`config.mk`:
```
export PLATFORM = sky130hd
export DESIGN_NAME = interrupt_enable_mask
export DESIGN_NICKNAME = d
export VERILOG_FILES = /design/src/rtl/irq_mask_pkg.sv /design/src/rtl/pending_flags.sv /design/src/rtl/interrupt_enable_mask.sv
export VERILOG_INCLUDE_DIRS = /design/src /design/src/rtl
export SDC_FILE = /design/constraint.sdc
export NUM_CORES = 1
export LEC_CHECK = 0
export BUFFER_PORTS_ARGS = -buffer_cell sky130_fd_sc_hd__clkbuf_2
export CORE_ASPECT_RATIO = 1.5
export CORE_UTILIZATION = 52
export CTS_BUF_LIST = sky130_fd_sc_hd__clkbuf_8
export DETAILED_ROUTE_END_ITERATION = 6
export GPL_ROUTABILITY_DRIVEN = 0
export PLACE_DENSITY = 0.93
export SYNTH_ARGS = -nofsm -noshare
export SYNTH_HDL_FRONTEND = slang
export SYNTH_SLANG_ARGS = --single-unit
```
`constraint.sdc`:
```
create_clock -name clock -period 4.3 [get_ports clock]
set_input_delay 0.86 -clock clock [delete_from_list [all_inputs] [get_ports clock]]
set_output_delay 0.86 -clock clock [all_outputs]
set_load 0.01 [all_outputs]
```
`src/rtl/irq_mask_params.svh`:
```
// Register offsets, field positions and reset values for the interrupt enable/pending block.
// Assumes an AXI4-Lite slave with 32-bit data; registers sit in the low byte.
`ifndef IRQ_MASK_PARAMS_SVH
`define IRQ_MASK_PARAMS_SVH

// Printed register indices; 0xF09 is not a multiple of four, so byte address = index * 4
`define ENABLE_INDEX 12'hF08
`define PENDING_INDEX 12'hF09
`define ENABLE_ADDR 14'h3C20
`define PENDING_ADDR 14'h3C24
`define VECTOR_INDEX_ADDR 14'h0000

// Field positions shared by enable and pending registers
`define BIT_EXT_PIN_A 0
`define BIT_EXT_PIN_B 1
`define BIT_EXT_PIN_C 2
`define BIT_WAKEUP_TIMER 3
`define BIT_FIRST_TIMER 4
`define BIT_SECOND_TIMER 5
`define BIT_TOUCH_KEY 6
`define BIT_SERIAL_BUS 7

// Reset values and vectors
`define ENABLE_RESET 8'h00
`define PENDING_RESET 8'h00
`define RESET_VECTOR 12'h000
`define SHARED_IRQ_VECTOR 12'h001

// AXI response codes
`define RESP_OKAY 2'h0
`define RESP_SLVERR 2'h2

`endif

```
`src/rtl/irq_mask_pkg.sv`:
```
// Types for the interrupt enable/pending block.
// Assumes the params header is included by the modules that need numbers.
package irq_mask_pkg;

  // Eight event sources, one bit each
  typedef logic [7:0] source_vec_t;

  // Write channel sequencing state, one-hot
  typedef enum logic [1:0]
  {
    wr_idle = 2'b01,
    wr_resp = 2'b10
  } wr_state_e;

endpackage

```
`src/rtl/pending_flags.sv`:
```
// Sticky pending flags for the eight event sources.
// Assumes source events are one-cycle pulses synchronous to clock.
`include "irq_mask_params.svh"

module pending_flags
  import irq_mask_pkg::*;
(
  // Clock and reset
  input wire logic clock,
  input wire logic rst,
  // Events and software clear
  input wire source_vec_t events,
  input wire logic clear_write,
  input wire source_vec_t clear_data,
  // Flag state
  output source_vec_t flags
);

  // Set by hardware, cleared by a 0 in a software write; set beats clear
  // set until cleared
  always_ff @(posedge clock)
  begin
    if (rst)
      flags <= `PENDING_RESET;
    else if (clear_write)
      flags <= (flags & clear_data) | events;
    else
      flags <= flags | events;
  end

  // Flag holds once set without a clear
  a_flag_sticky : assert property (@(posedge clock) disable iff (rst)
    (!clear_write |=> ((flags & $past(flags)) == $past(flags))))
    else $error("pending flag dropped without a clear");

  // Event always wins over a simultaneous clear
  a_event_wins : assert property (@(posedge clock) disable iff (rst)
    (1'b1 |=> ((flags & $past(events)) == $past(events))))
    else $error("event lost on pending flag");

  // Writing 1 never changes a flag
  a_one_keeps : assert property (@(posedge clock) disable iff (rst)
    (clear_write && events == 8'h00 |=> flags == ($past(flags) & $past(clear_data))))
    else $error("clear write affected wrong flags");

endmodule

```
`src/rtl/interrupt_enable_mask.sv`:
```
// Interrupt enable mask and shared request for an 8-bit controller core.
// Assumes AXI4-Lite with one outstanding write and read; events are one-cycle pulses.
//
// What this block does
// - Enable bit 6 gates touch key event
// - Enable bit 2 gates external pin c
// - Enable bit 1 gates external pin b
// - Writing zero clears only that flag
// - One shared entry, flags stay readable
// - Accepted interrupt branches to shared vector
// - Hardware sets flag until software clears
//
// The AXI4-Lite slave port was left to the implementer.
`include "irq_mask_params.svh"

module interrupt_enable_mask
  import irq_mask_pkg::*;
(
  // Clock and reset
  input wire logic clock,
  input wire logic rst,
  // AXI4-Lite write address and data
  input wire logic [13:0] s_axi_awaddr,
  input wire logic s_axi_awvalid,
  output logic s_axi_awready,
  input wire logic [31:0] s_axi_wdata,
  input wire logic [3:0] s_axi_wstrb,
  input wire logic s_axi_wvalid,
  output logic s_axi_wready,
  // AXI4-Lite write response
  output logic [1:0] s_axi_bresp,
  output logic s_axi_bvalid,
  input wire logic s_axi_bready,
  // AXI4-Lite read
  input wire logic [13:0] s_axi_araddr,
  input wire logic s_axi_arvalid,
  output logic s_axi_arready,
  output logic [31:0] s_axi_rdata,
  output logic [1:0] s_axi_rresp,
  output logic s_axi_rvalid,
  input wire logic s_axi_rready,
  // Source events, one-cycle pulses
  input wire logic serial_bus_event,
  input wire logic touch_key_event,
  input wire logic second_timer_event,
  input wire logic first_timer_event,
  input wire logic wakeup_timer_event,
  input wire logic ext_pin_c_irq,
  input wire logic ext_pin_b_irq,
  input wire logic ext_pin_a_irq,
  // Core interrupt entry
  output logic core_irq,
  input wire logic core_irq_accept,
  output logic [11:0] core_vector,
  output logic core_vector_valid
);

  // ****************************************************************
  // Registers and decode
  // ****************************************************************
  source_vec_t source_enable_register;
  source_vec_t pending_flag_register;
  source_vec_t events;
  source_vec_t masked;
  wr_state_e wr_state;
  logic [13:0] aw_addr;
  logic [31:0] w_data;
  logic [3:0] w_strb;
  logic aw_held;
  logic w_held;
  logic do_write;
  logic clear_write;
  logic [1:0] wr_sel;
  logic wr_lane0;
  logic [7:0] wr_byte;

  function automatic logic [1:0] decode(input logic [13:0] addr);
    // Bit 0: enable register, bit 1: pending register
    decode = {addr == `PENDING_ADDR, addr == `ENABLE_ADDR};
  endfunction

  // Gather events in shared bit order
  assign events = {serial_bus_event, touch_key_event, second_timer_event, first_timer_event,
                   wakeup_timer_event, ext_pin_c_irq, ext_pin_b_irq, ext_pin_a_irq};

  // ****************************************************************
  // Write channel
  // ****************************************************************
  // Address and data taken in either order; held until both arrive
  assign s_axi_awready = !aw_held && wr_state == wr_idle;
  assign s_axi_wready = !w_held && wr_state == wr_idle;
  assign do_write = wr_state == wr_idle && (aw_held || s_axi_awvalid) && (w_held || s_axi_wvalid);

  // Take the held half if there is one, else the half on the bus this cycle
  assign wr_sel = decode(aw_held ? aw_addr : s_axi_awaddr);
  assign wr_lane0 = w_held ? w_strb[0] : s_axi_wstrb[0];
  assign wr_byte = w_held ? w_data[7:0] : s_axi_wdata[7:0];

  always_ff @(posedge clock)
  begin
    if (rst)
    begin
      aw_held <= 1'b0;
      w_held <= 1'b0;
      aw_addr <= 14'h0000;
      w_data <= 32'h0000_0000;
      w_strb <= 4'h0;
    end
    else if (do_write)
    begin
      aw_held <= 1'b0;
      w_held <= 1'b0;
    end
    else
    begin
      if (s_axi_awvalid && s_axi_awready)
      begin
        aw_held <= 1'b1;
        aw_addr <= s_axi_awaddr;
      end
      if (s_axi_wvalid && s_axi_wready)
      begin
        w_held <= 1'b1;
        w_data <= s_axi_wdata;
        w_strb <= s_axi_wstrb;
      end
    end
  end

  // Response one cycle after both halves are in
  always_ff @(posedge clock)
  begin
    if (rst)
    begin
      wr_state <= wr_idle;
      s_axi_bvalid <= 1'b0;
      s_axi_bresp <= `RESP_OKAY;
    end
    else
    begin
      unique case (wr_state)
        wr_idle:
        begin
          if (do_write)
          begin
            wr_state <= wr_resp;
            s_axi_bvalid <= 1'b1;
            s_axi_bresp <= (wr_sel == 2'b00) ? `RESP_SLVERR : `RESP_OKAY;
          end
        end
        wr_resp:
        begin
          if (s_axi_bready)
          begin
            wr_state <= wr_idle;
            s_axi_bvalid <= 1'b0;
          end
        end
      endcase
    end
  end

  // Enable register, low byte lane only
  // touch key gate
  always_ff @(posedge clock)
  begin
    if (rst)
      source_enable_register <= `ENABLE_RESET;
    else if (do_write && wr_sel[0] && wr_lane0)
      source_enable_register <= wr_byte;
  end

  assign clear_write = do_write && wr_sel[1] && wr_lane0;

  pending_flags flags_u
  (
    .clock(clock),
    .rst(rst),
    .events(events),
    .clear_write(clear_write),
    .clear_data(wr_byte),
    .flags(pending_flag_register)
  );

  // ****************************************************************
  // Read channel
  // ****************************************************************
  // flags readable for polling
  assign s_axi_arready = !s_axi_rvalid;

  always_ff @(posedge clock)
  begin
    if (rst)
    begin
      s_axi_rvalid <= 1'b0;
      s_axi_rdata <= 32'h0000_0000;
      s_axi_rresp <= `RESP_OKAY;
    end
    else if (s_axi_arvalid && s_axi_arready)
    begin
      s_axi_rvalid <= 1'b1;
      s_axi_rresp <= `RESP_OKAY;
      unique case (decode(s_axi_araddr))
        2'b01: s_axi_rdata <= {24'h000000, source_enable_register};
        2'b10: s_axi_rdata <= {24'h000000, pending_flag_register};
        default:
        begin
          s_axi_rdata <= 32'h0000_0000;
          s_axi_rresp <= `RESP_SLVERR;
        end
      endcase
    end
    else if (s_axi_rready)
      s_axi_rvalid <= 1'b0;
  end

  // ****************************************************************
  // Core request and vector
  // ****************************************************************
  assign masked = pending_flag_register & source_enable_register;

  always_ff @(posedge clock)
  begin
    if (rst)
      core_irq <= 1'b0;
    else
      core_irq <= |masked;
  end

  // shared vector on acceptance; reset vector in every other cycle
  always_ff @(posedge clock)
  begin
    if (rst)
    begin
      core_vector <= `RESET_VECTOR;
      core_vector_valid <= 1'b0;
    end
    else
    begin
      core_vector_valid <= core_irq && core_irq_accept;
      core_vector <= (core_irq && core_irq_accept) ? `SHARED_IRQ_VECTOR : `RESET_VECTOR;
    end
  end

  // ****************************************************************
  // Checks
  // ****************************************************************
  a_touch_gate : assert property (@(posedge clock) disable iff (rst)
    (!source_enable_register[6] && masked[5:0] == 6'h00 && masked[7] == 1'b0 |=> !core_irq))
    else $error("touch key request while masked");

  a_pin_c_gate : assert property (@(posedge clock) disable iff (rst)
    (pending_flag_register[2] && source_enable_register[2] |=> core_irq))
    else $error("pin c enabled flag gave no request");

  a_pin_b_gate : assert property (@(posedge clock) disable iff (rst)
    (pending_flag_register[1] && source_enable_register[1] |=> core_irq))
    else $error("pin b enabled flag gave no request");

  a_request_tie : assert property (@(posedge clock) disable iff (rst)
    (core_irq == $past(|(pending_flag_register & source_enable_register))))
    else $error("request does not follow masked flags");

  a_vector_shared : assert property (@(posedge clock) disable iff (rst)
    (core_irq && core_irq_accept |=> core_vector_valid && core_vector == 12'h001))
    else $error("accepted interrupt not sent to shared vector");

  a_read_flags : assert property (@(posedge clock) disable iff (rst)
    (s_axi_arvalid && s_axi_arready && s_axi_araddr == `PENDING_ADDR |=>
      s_axi_rvalid && s_axi_rdata[7:0] == $past(pending_flag_register)))
    else $error("pending flags read back wrong");

  a_enable_write : assert property (@(posedge clock) disable iff (rst)
    (do_write && !aw_held && !w_held && s_axi_awaddr == `ENABLE_ADDR && s_axi_wstrb[0]
      |=> source_enable_register == $past(s_axi_wdata[7:0])))
    else $error("enable register write lost");

  a_clear_one : assert property (@(posedge clock) disable iff (rst)
    (clear_write && events == 8'h00 && !w_held
      |=> pending_flag_register == ($past(pending_flag_register) & $past(s_axi_wdata[7:0]))))
    else $error("clear write touched other flags");

endmodule

```
==> impl_metrics.yaml <==
timing:
  tightest_slew_ns: 1.14
  clock_skew_ns: 0.00352
  holdWs_ns: 0.458
  fin_crit_sh_pct: 64.0
  setup_viol: 0
  tns_ns: 0
  rsz0062_at_grt: "no"
  fin_ws_ns: 1.55
  max_slew_margin_pct: 24.1
  fmax_mhz: 363
  slew_viol_final: 0
  min_period_ns: 2.75
  hold_viol_final: 0
yosys:
  ys.flop_type: "dfxtp_1"
  ys_seq_area_share_pct: 39.2
  synth_edf_count: 0
  synth_async_sr_flop_share_pct: 0
  postSynthAreaPerCell_um2: 8.99
  netlist_area_um2: 2860
  synth_top_cell_by_area: "dfxtp_1"
  synthCells: 318
  synth_cell_types: 40
  synth_warnings: 0
  ys_ff_latch: 56
  synth_top_area_share_pct: 39.2
  synth_area_leaders: "dfxtp_1 (39%), mux2i_1 (11%), buf_4 (10%)"
clock_tree:
  cts_buffer_depth: 2
  cts_buffers: 5
  post_cts_buffers: 0
  h-tree-depth: 2
  hold_buffers: 0
  post_cts_resized: 0
  root_buffer: "clkbuf_8"
  path_clk_slew_ns: 0.09
  clock-sinks: 56
  cts_tree: "done"
  clkLatencyLatePin_ns: 0.30
grt:
  grt_use_met2_pct: 37.6
  grt_max_degree: 65
  grt_first_pass_wirelength_mm: 9.52
  gr-usage-met3_pct: 3.33
  grt.total_usage_pct: 20.3
  grt_overflow_total: 0
  antenna_found_initial: 0
  grt_pass1_vias: 2119
  busiest_layer: "met2"
  grtUsageMet1_pct: 22.2
setup_path:
  required_ns: 4.43
  start_kind: "input port"
  cp.arrival_ns: 2.88
  path_class: "in -> reg"
  cp_max_fo: 11
  critPathCaptureType: "flop"
placement:
  place_inst: 435
  place_ws_ns: 1.29
  port_buffers: 70
  dp_hpwl_mm: 4.29
die:
  row_count: 32
  start_util_pct: 55.0
  dieWidth_um: 62.6
  die-area_um2: 5810
  core_area_um2: 5200
  die_y_um: 92.8
  ios: 135
drt:
  drc: 0
  postRouteAntennaNets: 0
  drtIter0Drc: 110
  via_count: 2339
  wl_per_cell_um: 12.7
  drt_first_pass_iters: 4
  drt_wl_total_mm: 5.62
  vias_per_cell: 5.28
power_and_ir_drop:
  power_mw: 1.11
  p_leak_nw: 1.49
  max-vdd-ir-drop_v: 0.000263
  p_per_area_nw_per_um2: 348
final_layout:
  fill_cells: 472
  n_antenna_cell: 0
  final_layout_size_suffix_gt1_share_pct: 21.6
  fin_cells: 443
  fin_nets: 456
  final_common_cell: "clkbuf_2"
  area_delta_synth_final_pct: 11.2
  most-common-layout-cells: "clkbuf_2 (70), dfxtp_1 (56), nor2_1 (42), conb_1 (37), mux2i_1 (32)"
outcome:
  status: "finished clean"
hold_path:
  min_path_type: "reg -> reg"
flow_run:
  maxCapViolCount: 0
==> flip-flops by register name, summed over array words and instances, names as in the netlist <==
| name | flops |
|---|---|
| aw_addr | 14 |
| flags_u.flags | 8 |
| s_axi_rdata | 8 |
| source_enable_register | 8 |
| w_data | 8 |
| aw_held | 1 |
| core_irq | 1 |
| core_vector_valid | 1 |
| s_axi_bresp | 1 |
| s_axi_bvalid | 1 |
| s_axi_rresp | 1 |
| s_axi_rvalid | 1 |
| w_held | 1 |
| w_strb | 1 |
| wr_state | 1 |
==> cell usage after synthesis (4+ instances only) <==
| cell | instances |
|---|---|
| dfxtp_1 | 56 |
| nor2_1 | 42 |
| buf_4 | 38 |
| mux2i_1 | 32 |
| inv_1 | 18 |
| clkbuf_1 | 15 |
| nand2b_1 | 13 |
| a22oi_1 | 12 |
| nand3_1 | 9 |
| o22ai_1 | 9 |
| a2111oi_0 | 8 |
| a221oi_1 | 8 |
| a22o_1 | 8 |
| and2_1 | 8 |
| nor3_1 | 4 |
==> worst max-delay path, cell delays in order <==
cell and delay [ns]:
clkbuf_2 0.08, or4_1 0.51, a211o_1 0.40, a2111oi_2 0.83, a221oi_1 0.18
==> power breakdown <==
group          switching, mW  internal, mW  total, mW
Sequential            0.0308         0.549      0.580
Combinational          0.109        0.0870      0.196
Clock                  0.161         0.171      0.331
Total                  0.300         0.807       1.11
==> metal layers <==
metal	wire length (um)	up-vias
met2	2970	101
met1	2190	1062
met5	0	-
li1	-	1159
met3	275	17
met4	187	0
==> cell families after synthesis <==
family | Yosys count | share of synthesized area, %
buffers and inverters | 75 | 14.9
AND/OR/NAND/NOR | 96 | 17.8
other | 1 | 0.131
adder cells (fa/ha/maj) | 2 | 0.875
flip-flops | 56 | 39.2
multiplexers | 34 | 12.0
AO/OA/AOI/OAI | 54 | 15.1
==> path summary, 6_finish.rpt <==
| path | startpoint | to | slack (ns) | cells past startpoint |
|---|---|---|---|---|
| worst min-delay path | core_irq | core_vector_valid | 0.46 | 2 |
| worst max register to register | aw_held | source_enable_register[7] | 1.63 | 4 |
| worst max-delay path | s_axi_awaddr[0] | source_enable_register[7] | 1.55 | 5 |
| worst min register to register | core_irq | core_vector_valid | 0.46 | 2 |
==> through the flow <==
step | utilization [%] | cell area (um^2)
2_1_floorplan | - | 3000
3_3_place_gp | 59.0 | 3070
3_5_place_dp | 59.0 | 3070
4_1_cts | 61.1 | 3180
5_1_grt | 61.1 | 3180
6_report | 61.1 | 3180
==> cell type report <==
| class | instances | area (um^2) | area share (%) |
|---|---|---|---|
| timing repair buffer | 70 | 350 | 11.0 |
| clock buffer | 5 | 68.8 | 2.16 |
| clock inverter | 3 | 38.8 | 1.22 |
| sequential | 56 | 1120 | 35.3 |
| multi-input combinational | 223 | 1450 | 45.5 |
| tap | 68 | 85.1 | 2.68 |
| inverter | 18 | 67.6 | 2.13 |
Power figures use the tool's default switching activity.
